[src/logic/cmit_consts.vh]
`ifndef CMIT_CONSTS_VH
`define CMIT_CONSTS_VH

// ----------------------------------------
// bus geometry
// ----------------------------------------
`define CMIT_ADDR_W 8
`define CMIT_DATA_W 16
`define CMIT_CHANNELS 2

// ----------------------------------------
// register offsets (byte addresses, 16-bit registers)
// ----------------------------------------
`define CMIT_OFF_RUN 8'h00
`define CMIT_OFF_CSR0 8'h02
`define CMIT_OFF_CNT0 8'h04
`define CMIT_OFF_COR0 8'h06
`define CMIT_OFF_CSR1 8'h08
`define CMIT_OFF_CNT1 8'h0A
`define CMIT_OFF_COR1 8'h0C
`define CMIT_OFF_IST 8'h10
`define CMIT_OFF_IMSK 8'h12

// ----------------------------------------
// field positions
// ----------------------------------------
`define CMIT_CSR_FLAG 7
`define CMIT_CSR_IE 6
`define CMIT_CSR_CKS_HI 1
`define CMIT_CSR_CKS_LO 0

// ----------------------------------------
// reset values
// ----------------------------------------
`define CMIT_RST_RUN 2'h0
`define CMIT_RST_CNT 16'h0000
`define CMIT_RST_COR 16'hFFFF
`define CMIT_RST_CKS 2'h0

// ----------------------------------------
// clock-select codes and prescaler taps (log2 of divisor)
// ----------------------------------------
`define CMIT_CKS_DIV8 2'h0
`define CMIT_CKS_DIV32 2'h1
`define CMIT_CKS_DIV128 2'h2
`define CMIT_CKS_DIV512 2'h3
`define CMIT_DIV8_LOG2 3
`define CMIT_DIV32_LOG2 5
`define CMIT_DIV128_LOG2 7
`define CMIT_DIV512_LOG2 9

`endif

[src/logic/cmit_timer.v]
`timescale 1ns/1ps
`include "cmit_consts.vh"

module cmit_timer (
  input wire clk_in,
  input wire nrst_in,
  input wire [`CMIT_ADDR_W-1:0] addr_in,
  input wire [`CMIT_DATA_W-1:0] wdata_in,
  input wire [1:0] byte_en_in,
  input wire wr_in,
  input wire rd_in,
  output reg [`CMIT_DATA_W-1:0] rdata_out,
  output wire [1:0] match_irq_request_out,
  output wire irq_out
);

  // ----------------------------------------
  // helper functions
  // ----------------------------------------
  function tap_select;
    input [1:0] cks;
    input [3:0] ticks;
    begin
      case (cks)
        `CMIT_CKS_DIV8: tap_select = ticks[0];
        `CMIT_CKS_DIV32: tap_select = ticks[1];
        `CMIT_CKS_DIV128: tap_select = ticks[2];
        `CMIT_CKS_DIV512: tap_select = ticks[3];
        default: tap_select = 1'b0;
      endcase
    end
  endfunction

  // byte-lane merge: an unwritten lane keeps its old contents
  function [15:0] lane_merge;
    input [15:0] old_val;
    input [15:0] new_val;
    input [1:0] be;
    begin
      lane_merge[15:8] = be[1] ? new_val[15:8] : old_val[15:8];
      lane_merge[7:0] = be[0] ? new_val[7:0] : old_val[7:0];
    end
  endfunction

  function [7:0] chan_off;
    input ch;
    input [7:0] off0;
    input [7:0] off1;
    begin
      chan_off = ch ? off1 : off0;
    end
  endfunction

  // ----------------------------------------
  // state
  // ----------------------------------------
  reg [1:0] run_bits;
  reg [31:0] cnt;
  reg [31:0] cor;
  reg [3:0] cks;
  reg [1:0] irq_en;
  reg [1:0] flag;
  reg [1:0] clr_armed;
  reg [1:0] wrote_stopped;
  reg [1:0] irq_status;
  reg [1:0] irq_mask;

  reg [31:0] next_cnt;
  reg [31:0] next_cor;
  reg [1:0] next_flag;
  reg [1:0] next_armed;
  reg [1:0] next_wrote;
  reg [1:0] match;
  reg [1:0] sel_csr;
  reg [1:0] sel_cnt;
  reg [1:0] sel_cor;
  reg [`CMIT_DATA_W-1:0] next_rdata;

  wire [3:0] ticks;
  wire sel_run;
  wire sel_ist;
  wire sel_imsk;

  // ----------------------------------------
  // prescaler
  // ----------------------------------------
  cmit_prescaler #(
    .DIV_W(`CMIT_DIV512_LOG2)
  ) u_prescaler (
    .clk_in(clk_in),
    .nrst_in(nrst_in),
    .tick_out(ticks)
  );

  // ----------------------------------------
  // address decode
  // ----------------------------------------
  assign sel_run = (addr_in == `CMIT_OFF_RUN);
  assign sel_ist = (addr_in == `CMIT_OFF_IST);
  assign sel_imsk = (addr_in == `CMIT_OFF_IMSK);

  always @* begin : decode
    integer i;
    sel_csr = 2'h0;
    sel_cnt = 2'h0;
    sel_cor = 2'h0;
    for (i = 0; i < `CMIT_CHANNELS; i = i + 1) begin
      sel_csr[i] = (addr_in == chan_off(i[0], `CMIT_OFF_CSR0, `CMIT_OFF_CSR1));
      sel_cnt[i] = (addr_in == chan_off(i[0], `CMIT_OFF_CNT0, `CMIT_OFF_CNT1));
      sel_cor[i] = (addr_in == chan_off(i[0], `CMIT_OFF_COR0, `CMIT_OFF_COR1));
    end
  end

  // ----------------------------------------
  // counter, constant and flag next values
  // ----------------------------------------
  // priority per channel: match clear, then bus write, then count-up
  always @* begin : channel_next
    integer i;
    reg tick;
    reg hit;
    reg clr_req;
    reg [15:0] c;
    reg [15:0] k;
    tick = 1'b0;
    hit = 1'b0;
    clr_req = 1'b0;
    c = 16'h0000;
    k = 16'h0000;
    next_cnt = cnt;
    next_cor = cor;
    next_flag = flag;
    next_armed = clr_armed;
    next_wrote = 2'h0;
    match = 2'h0;
    for (i = 0; i < `CMIT_CHANNELS; i = i + 1) begin
      c = cnt[i*16 +: 16];
      k = cor[i*16 +: 16];
      tick = run_bits[i] & tap_select(cks[i*2 +: 2], ticks);
      hit = (c == k);
      // while running, equality waits for the next tick; a stopped channel matches in the cycle after a counter or constant write
      match[i] = (tick & hit) | (~run_bits[i] & wrote_stopped[i] & hit);
      if (match[i]) begin
        next_cnt[i*16 +: 16] = `CMIT_RST_CNT;
      end else if (wr_in & sel_cnt[i]) begin
        next_cnt[i*16 +: 16] = lane_merge(c, wdata_in, byte_en_in);
      end else if (tick) begin
        next_cnt[i*16 +: 16] = c + 16'h0001;
      end
      if (wr_in & sel_cor[i]) begin
        next_cor[i*16 +: 16] = lane_merge(k, wdata_in, byte_en_in);
      end
      // a stopped channel is rechecked once after each counter or constant write
      next_wrote[i] = wr_in & (sel_cnt[i] | sel_cor[i]) & ~run_bits[i];
      // a write of one to the flag bit never sets it
      clr_req = wr_in & sel_csr[i] & byte_en_in[0] & ~wdata_in[`CMIT_CSR_FLAG]
        & clr_armed[i];
      // a new match in the clearing cycle wins so no event is lost
      next_flag[i] = match[i] | (flag[i] & ~clr_req);
      if (wr_in & sel_csr[i] & byte_en_in[0]) begin
        next_armed[i] = 1'b0;
      end else if (rd_in & sel_csr[i] & flag[i]) begin
        next_armed[i] = 1'b1;
      end
    end
  end

  // ----------------------------------------
  // registers
  // ----------------------------------------
  always @(posedge clk_in or negedge nrst_in) begin
    if (!nrst_in) begin
      run_bits <= `CMIT_RST_RUN;
      cnt <= {`CMIT_RST_CNT, `CMIT_RST_CNT};
      cor <= {`CMIT_RST_COR, `CMIT_RST_COR};
      flag <= 2'h0;
      clr_armed <= 2'h0;
      wrote_stopped <= 2'h0;
    end else begin
      cnt <= next_cnt;
      cor <= next_cor;
      flag <= next_flag;
      clr_armed <= next_armed;
      wrote_stopped <= next_wrote;
      if (wr_in & sel_run & byte_en_in[0]) begin
        run_bits <= wdata_in[1:0];
      end
    end
  end

  // reset values of control fields
  always @(posedge clk_in or negedge nrst_in) begin
    if (!nrst_in) begin
      cks <= {`CMIT_RST_CKS, `CMIT_RST_CKS};
      irq_en <= 2'h0;
    end else begin
      if (wr_in & sel_csr[0] & byte_en_in[0]) begin
        cks[1:0] <= wdata_in[`CMIT_CSR_CKS_HI:`CMIT_CSR_CKS_LO];
        irq_en[0] <= wdata_in[`CMIT_CSR_IE];
      end
      if (wr_in & sel_csr[1] & byte_en_in[0]) begin
        cks[3:2] <= wdata_in[`CMIT_CSR_CKS_HI:`CMIT_CSR_CKS_LO];
        irq_en[1] <= wdata_in[`CMIT_CSR_IE];
      end
    end
  end

  // ----------------------------------------
  // interrupt summary
  // ----------------------------------------
  // sticky status is separate from the flag so a polled flag clear
  // does not hide an event from the summary line
  always @(posedge clk_in or negedge nrst_in) begin
    if (!nrst_in) begin
      irq_status <= 2'h0;
      irq_mask <= 2'h0;
    end else begin
      if (wr_in & sel_ist & byte_en_in[0]) begin
        irq_status <= match | (irq_status & ~wdata_in[1:0]);
      end else begin
        irq_status <= irq_status | match;
      end
      if (wr_in & sel_imsk & byte_en_in[0]) begin
        irq_mask <= wdata_in[1:0];
      end
    end
  end

  assign match_irq_request_out = flag & irq_en;
  assign irq_out = |(irq_status & irq_mask);

  // ----------------------------------------
  // read path
  // ----------------------------------------
  always @* begin
    next_rdata = 16'h0000;
    if (sel_run) begin
      next_rdata[1:0] = run_bits;
    end else if (sel_csr[0]) begin
      next_rdata[`CMIT_CSR_FLAG] = flag[0];
      next_rdata[`CMIT_CSR_IE] = irq_en[0];
      next_rdata[1:0] = cks[1:0];
    end else if (sel_csr[1]) begin
      next_rdata[`CMIT_CSR_FLAG] = flag[1];
      next_rdata[`CMIT_CSR_IE] = irq_en[1];
      next_rdata[1:0] = cks[3:2];
    end else if (sel_cnt[0]) begin
      next_rdata = cnt[15:0];
    end else if (sel_cnt[1]) begin
      next_rdata = cnt[31:16];
    end else if (sel_cor[0]) begin
      next_rdata = cor[15:0];
    end else if (sel_cor[1]) begin
      next_rdata = cor[31:16];
    end else if (sel_ist) begin
      next_rdata[1:0] = irq_status;
    end else if (sel_imsk) begin
      next_rdata[1:0] = irq_mask;
    end
  end

  // data stand only in the cycle after the strobe; unmapped reads give zero
  always @(posedge clk_in or negedge nrst_in) begin
    if (!nrst_in) begin
      rdata_out <= 16'h0000;
    end else if (rd_in) begin
      rdata_out <= next_rdata;
    end else begin
      rdata_out <= 16'h0000;
    end
  end

endmodule

[src/logic/cmit_prescaler.v]
`timescale 1ns/1ps
`include "cmit_consts.vh"

// ----------------------------------------
// free-running divider, one-cycle tick per tap
// ----------------------------------------
module cmit_prescaler #(
  parameter DIV_W = `CMIT_DIV512_LOG2
) (
  input wire clk_in,
  input wire nrst_in,
  output wire [3:0] tick_out
);

  reg [DIV_W-1:0] div;

  always @(posedge clk_in or negedge nrst_in) begin
    if (!nrst_in) begin
      div <= {DIV_W{1'b0}};
    end else begin
      div <= div + {{(DIV_W-1){1'b0}}, 1'b1};
    end
  end

  // tick when the low bits roll over, so every tap is a single-cycle enable
  assign tick_out[0] = &div[`CMIT_DIV8_LOG2-1:0];
  assign tick_out[1] = &div[`CMIT_DIV32_LOG2-1:0];
  assign tick_out[2] = &div[`CMIT_DIV128_LOG2-1:0];
  assign tick_out[3] = &div[`CMIT_DIV512_LOG2-1:0];

endmodule

[config.mk]
export PLATFORM = sky130hd
export DESIGN_NAME = cmit_timer
export DESIGN_NICKNAME = d
export VERILOG_FILES = /design/src/logic/cmit_timer.v /design/src/logic/cmit_prescaler.v
export VERILOG_INCLUDE_DIRS = /design/src /design/src/logic
export SDC_FILE = /design/constraint.sdc
export NUM_CORES = 1
export LEC_CHECK = 0
export BUFFER_PORTS_ARGS = -buffer_cell sky130_fd_sc_hd__buf_2
export CAP_MARGIN = 20
export CORE_UTILIZATION = 30
export DETAILED_ROUTE_END_ITERATION = 16
export GPL_TIMING_DRIVEN = 0
export PLACE_DENSITY_LB_ADDON = 0.15
export SLEW_MARGIN = 0
export SYNTH_ARGS = -nofsm -noshare
export SYNTH_HDL_FRONTEND = slang
export SYNTH_SLANG_ARGS = --single-unit
[constraint.sdc]
create_clock -name clk_in -period 3.3 [get_ports clk_in]
set_input_delay 0.33 -clock clk_in [delete_from_list [all_inputs] [get_ports clk_in]]
set_output_delay 0.33 -clock clk_in [all_outputs]
set_load 0.05 [all_outputs]
==> flow_metrics.env, run 1 <==
export IMPL_yosys_most_used_dff="dfrtp_1"
export IMPL_grt_max_degree=66
export IMPL_place_gp_congestion=0.861
export IMPL_antenna_cells=0
export IMPL_rows=52
export IMPL_internal_power_mw=1.95
export IMPL_final_hold_violation_count=0
export IMPL_worst_setup_path_end_kind="flip-flop"
export IMPL_die_w_um=147
export IMPL_dpl_hpwl_mm=14.7
export IMPL_clk_transition_reported_paths_ps=90
export IMPL_dpl_worst_slack_ps=253
export IMPL_final_common_cell="dfrtp_1"
export IMPL_vias=5447
export IMPL_max_slew_worst_pin_slew_ps=898
export IMPL_setup_viol=0
export IMPL_fin_crit_sh_pct=91.8
export IMPL_drt_iter0_markers=426
export IMPL_setup_total_negative_slack_ps=0
export IMPL_synth_compound_area_share_pct=20.1
export IMPL_ys_seq_area_share_pct=43.2
export IMPL_yosysUniqueCellTypes=77
export IMPL_place_inst=942
export IMPL_cts_max_level=3
export IMPL_clock_skew_ps=11.3
export IMPL_grt_met1_usage_pct=27.5
export IMPL_ios=49
export IMPL_final_nets=721
export IMPL_area_delta_synth_final_pct=14.3
export IMPL_globalRouteTotalUtil_pct=19.2
export IMPL_synth_xor_area_share_pct=5.01
export IMPL_ant_nets=0
export IMPL_syn_inst=626
export IMPL_seq_power_share_pct=51.5
export IMPL_arrival_ps=3240
export IMPL_numCtsBuffers=9
export IMPL_synth_top_family_by_area="compound AO/OA/AOI/OAI gates"
export IMPL_drive_above_1_share_pct=25.8
export IMPL_slew_headroom_pct=39.6
export IMPL_top_usage_layer="met2"
export IMPL_outcome="finished clean"
export IMPL_use_met3_pct=3.01
export IMPL_core_area_um2=20400
export IMPL_syn_num_nets=662
export IMPL_layout_common_cells="dfrtp_1, buf_2, nand2_1"
export IMPL_fmax_mhz=330
export IMPL_yosys_register_bits=107
export IMPL_hp_class="in2reg"
export IMPL_synth_simple_area_share_pct=17.7
export IMPL_ir_worst_vdd_uv=197
export IMPL_cts_tree="built"
export IMPL_clock_power_share_pct=41.2
export IMPL_synth_edf_count=0
export IMPL_stdcell_count=960
export IMPL_p_switching_mw=0.730
export IMPL_yosys_area_share_adder_pct=1.19
export IMPL_use_met2_pct=29.9
export IMPL_cts_setup_buffers=0
export IMPL_wl_per_cell_um=20.8
export IMPL_avgViaCountPerCell=5.67
export IMPL_switching_share_pct=27.3
export IMPL_async_reset_ff_share_pct=100
export IMPL_grt_pass1_vias=5355
export IMPL_die_area_um2=21600
export IMPL_drv_cap=0
export IMPL_placed_area_um2=6890
export IMPL_slew_violations=0
export IMPL_syn_cell_area_um2=6300
export IMPL_insertion_delay_ps=370
export IMPL_clock_path_buffers=2
export IMPL_cts_root_buffer="clkbuf_16"
export IMPL_start_util_pct=30.8
export IMPL_io_buffers=45
export IMPL_path_class="reg2reg"
export IMPL_rsz0062_at_grt="false"
export IMPL_setup_slack_ps=269
export IMPL_design_area_um2=7200
export IMPL_p_per_area_nw_per_um2=372
export IMPL_cts_sinks=107
export IMPL_cts_resized=0
export IMPL_yosys_warnings=0
export IMPL_gr_total_overflow=0
export IMPL_antenna_found_initial=0
export IMPL_grt_pass1_wl_mm=31.7
export IMPL_synthMuxAreaShare_pct=9.18
export IMPL_dr_pass1_iters=6
export IMPL_drt_total_wl_mm=19.9
export IMPL_synth_area_per_cell_um2=10.1
export IMPL_startpoint_type="flip-flop"
export IMPL_min_period_ps=3030
export IMPL_combPwrFrac_pct=7.3
export IMPL_p_leak_nw=2.97
export IMPL_required_ps=3510
export IMPL_route_detailed_drc=0
export IMPL_die_height_um=147
export IMPL_crit_fanout=8
[power groups by stage]
| stage | clock, mW | sequential, mW | combinational, mW |
|---|---|---|---|
| floorplan | 0 | 1.39 | 0.0932 |
| global placement | 0 | 1.40 | 0.191 |
| detailed placement | 0 | 1.40 | 0.197 |
| CTS | 1.14 | 1.38 | 0.199 |
| global route | 1.19 | 1.38 | 0.216 |
| finish | 1.10 | 1.38 | 0.196 |
[routing by layer]
metal  vias to the layer above  wire (um)
li1                       2493          -
met1                      2743       9620
met2                       182       9090
met3                        29        923
met4                         0        293
met5                         -          0
[cells in the mapped netlist, types with 5 or more instances]
master	count	area [um^2]
nor3_1	11	55.1
mux2i_1	6	60.1
o21ai_0	30	150
dfrtp_1	75	1880
o22ai_1	10	62.6
buf_2	13	65.1
dfstp_2	32	841
and2_1	8	50.1
a21o_1	7	52.6
xor2_1	32	280
nor2_1	29	109
a32oi_1	6	52.6
a31oi_1	9	56.3
ha_1	6	75.1
a2bb2oi_1	5	43.8
nand3_1	23	115
inv_1	12	45.0
a222oi_1	12	120
nand2_1	50	188
and3_1	5	31.3
o32ai_1	5	43.8
mux2_2	46	518
nor4_1	13	81.3
nand4_1	12	75.1
a2111oi_0	5	43.8
clkbuf_1	21	78.8
a21oi_1	42	210
nand2b_1	7	43.8
o31a_1	9	78.8
[sequential cells by signal, indices dropped and copies added (netlist names)]
name and flops:
flag 2, irq_en 2, clr_armed 2, wrote_stopped 2, run_bits 2, cor 32, rdata_out 16, u_prescaler.div 9
cks 4, irq_status 2, irq_mask 2, cnt 32
[area by class of cell]
class,count,area (um^2)
inverters,12,45.0
repair buffers,48,270
clock inverters,7,65.1
plain buffers,41,183
clock buffers,9,225
fillers,2123,13200
well taps,270,338
flip-flops and latches,107,2720
multi-input cells,466,3350
[repair_timing]
item | CTS | global route
hold buffers | 1 | 0
hold endpoints to repair | 35 | 0
setup endpoints to repair | 0 | 0
[path summary, 6_finish.rpt]
check	startpoint	endpoint	slack, ps	cells past startpoint
min	rd_in	rdata_out[1]$_DFF_PN0_	260	3
max	u_prescaler.div[0]$_DFF_PN0_	cnt[29]$_DFFE_PN0P_	270	9
max in group asynchronous	nrst_in	cor[17]$_DFFE_PN1P_	2000	3
min reg2reg	u_prescaler.div[0]$_DFF_PN0_	u_prescaler.div[0]$_DFF_PN0_	470	1
max reg2reg	u_prescaler.div[0]$_DFF_PN0_	cnt[29]$_DFFE_PN0P_	270	9
min in group asynchronous	nrst_in	cnt[10]$_DFFE_PN0P_	510	2
[metrics by stage]
stage / hold slack, ps / power, mW / utilization (%)
after floorplan: 34.4 / 1.48 / -
after global placement: 455 / 1.59 / 33.6
after detailed placement: 376 / 1.60 / 33.7
after CTS: 252 / 2.71 / 35.2
after global routing: 273 / 2.79 / 35.2
final: 261 / 2.68 / 35.2
[cells by family after synthesis]
family | after synthesis
compound gates | 176
xor+xnor | 36
fa+ha+maj | 6
buf+inv | 53
flops | 107
mux | 52
simple gates | 196
[critical path, stage by stage, from the launching register on]
cell and delay (ps):
dfrtp_1 390, ha_1 200, nand3_2 160, nor3_1 230, ha_1 190, nand2_1 70, o311ai_2 190, o21ai_0 370
a32oi_1 840, o21ai_0 220
Note: power is estimated with default switching activity, not from simulation.
==> run 2, diff against run 1 <==
--- a/config.mk
+++ b/config.mk
@@ -12,3 +12,2 @@
 export DETAILED_ROUTE_END_ITERATION = 16
-export GPL_TIMING_DRIVEN = 0
 export PLACE_DENSITY_LB_ADDON = 0.15
==> constraint.sdc (replaced) <==
create_clock -name clk_in -period 3.3 [get_ports clk_in]
set_input_delay 0.66 -clock clk_in [delete_from_list [all_inputs] [get_ports clk_in]]
set_output_delay 0.66 -clock clk_in [all_outputs]
set_load 0.05 [all_outputs]
==> run 2 against run 1 <==
Against the previous run: critical endpoint is now cnt[31]$_DFFE_PN0P_; sequential share of layout area grew 0.22 points; clock power is essentially flat; count of clock-buffer cells in the layout is the same; sequential power is essentially flat; combinational power shrank 2%; non-clock buffer count shrank 20; flip-flop and latch count is the same.
==> flow_metrics.env, run 2 (same netlist as run 1, synthesis figures left out) <==
export IMPL_drt_iter0_markers=400
export IMPL_slew_headroom_pct=30.2
export IMPL_final_common_cell="dfrtp_1"
export IMPL_insertion_delay_ps=370
export IMPL_startpoint_type="flip-flop"
export IMPL_grt_pass1_vias=5329
export IMPL_dpl_hpwl_mm=14.7
export IMPL_hp_class="in2async"
export IMPL_antenna_cells=0
export IMPL_ir_worst_vdd_uv=233
export IMPL_r2r_end="cnt[31]$_DFFE_PN0P_"
export IMPL_max_slew_worst_pin_slew_ps=1040
export IMPL_clock_skew_ps=11.4
export IMPL_ios=49
export IMPL_numCtsBuffers=9
export IMPL_p_per_area_nw_per_um2=373
export IMPL_setup_slack_ps=283
export IMPL_final_nets=701
export IMPL_die_w_um=147
export IMPL_fin_crit_sh_pct=91.4
export IMPL_p_leak_nw=2.96
export IMPL_antenna_found_initial=0
export IMPL_setup_total_negative_slack_ps=0
export IMPL_path_class="reg2reg"
export IMPL_drt_total_wl_mm=20.0
export IMPL_slew_violations=0
export IMPL_worst_setup_path_end_kind="flip-flop"
export IMPL_dpl_worst_slack_ps=326
export IMPL_cts_tree="built"
export IMPL_design_area_um2=7150
export IMPL_rsz0062_at_grt="false"
export IMPL_area_delta_synth_final_pct=13.6
export IMPL_required_ps=3490
export IMPL_dr_pass1_iters=7
export IMPL_r2r_start="u_prescaler.div[0]$_DFF_PN0_"
export IMPL_outcome="finished clean"
export IMPL_drv_cap=0
export IMPL_globalRouteTotalUtil_pct=19.2
export IMPL_grt_max_degree=65
export IMPL_setup_viol=0
export IMPL_wl_per_cell_um=21.2
export IMPL_crit_fanout=8
export IMPL_cts_resized=0
export IMPL_cts_max_level=3
export IMPL_ant_nets=0
export IMPL_rrSetupSlack_ps=280
export IMPL_die_height_um=147
export IMPL_cts_root_buffer="clkbuf_16"
export IMPL_place_inst=924
export IMPL_final_hold_violation_count=0
export IMPL_layout_common_cells="dfrtp_1, nand2_1, buf_2"
export IMPL_cts_setup_buffers=0
export IMPL_cts_hold_buffers=0
export IMPL_reg_largest_list="cnt (32), cor (32), rdata_out (16)"
export IMPL_io_buffers=48
export IMPL_gr_total_overflow=0
export IMPL_cts_sinks=107
export IMPL_placed_area_um2=6870
export IMPL_route_detailed_drc=0
export IMPL_r2r_cells=9
export IMPL_place_gp_congestion=0.838
export IMPL_min_period_ps=3020
export IMPL_total_power_mw=2.67
export IMPL_drive_above_1_share_pct=27.5
export IMPL_clock_path_buffers=2
export IMPL_die_area_um2=21600
export IMPL_stdcell_count=940
export IMPL_fmax_mhz=331
export IMPL_rows=52
export IMPL_avgViaCountPerCell=5.73
export IMPL_vias=5382
export IMPL_grt_pass1_wl_mm=31.8
export IMPL_start_util_pct=30.8
export IMPL_clk_transition_reported_paths_ps=80
export IMPL_arrival_ps=3200
export IMPL_core_area_um2=20400
-- run 2: changes by cell type in the layout (fill, tap and decap cells not counted), moves of 4 or more --
cell / previous run / this run
clkbuf_1: 21 / 0
buf_1: 4 / 0
buf_2: 58 / 47
buf_4: 2 / 21
-- run 2: worst max-delay path, stage by stage, from the launching register on --
cell	delay, ps
dfrtp_1	420
ha_1	240
nand3_2	150
inv_1	80
ha_1	190
mux2_2	310
o21a_1	240
a32o_1	280
a32oi_1	700
o22ai_1	220
-- run 2: layout make-up --
class	count	area [um^2]
fill	2111	13300
inverter	12	45.0
sequential	107	2720
clock inverter	7	63.8
multi-input combinational	466	3350
tap	270	338
timing repair buffer	69	413
clock buffer	9	225
-- run 2: metrics by stage --
step	util (%)	hold slack, ps
floorplan	-	364
global placement	33.6	452
detailed placement	33.6	464
CTS	35.0	327
global route	35.0	343
finish	35.0	301
-- run 2: power breakdown --
part	switching (mW)	internal [mW]
clock network	0.567	0.534
registers	0.0357	1.34
logic	0.126	0.0656
-- run 2: metal layers --
layer	share of wire, %	global-route usage, %	vias up	routed length, um
met5	0	0	-	0
met4	1.1	4.53	0	210
met3	4.8	3.20	17	953
met2	47	31.0	162	9450
met1	47	26.7	2737	9340
li1	-	-	2466	-
-- run 2: worst max-delay path by stage --
| stage | startpoint | endpoint | slack (ps) | depth (start not counted) |
|---|---|---|---|---|
| after detailed placement | u_prescaler.div[0]$_DFF_PN0_ | cnt[29]$_DFFE_PN0P_ | 330 | 9 |
| after global placement | wr_in | cnt[8]$_DFFE_PN0P_ | 450 | 6 |
| final | u_prescaler.div[0]$_DFF_PN0_ | cnt[31]$_DFFE_PN0P_ | 280 | 9 |
| after floorplan | u_prescaler.div[0]$_DFF_PN0_ | cnt[25]$_DFFE_PN0P_ | 920 | 9 |
| after CTS | u_prescaler.div[0]$_DFF_PN0_ | cnt[29]$_DFFE_PN0P_ | 290 | 9 |
| after global routing | u_prescaler.div[0]$_DFF_PN0_ | cnt[6]$_DFFE_PN0P_ | 100 | 10 |
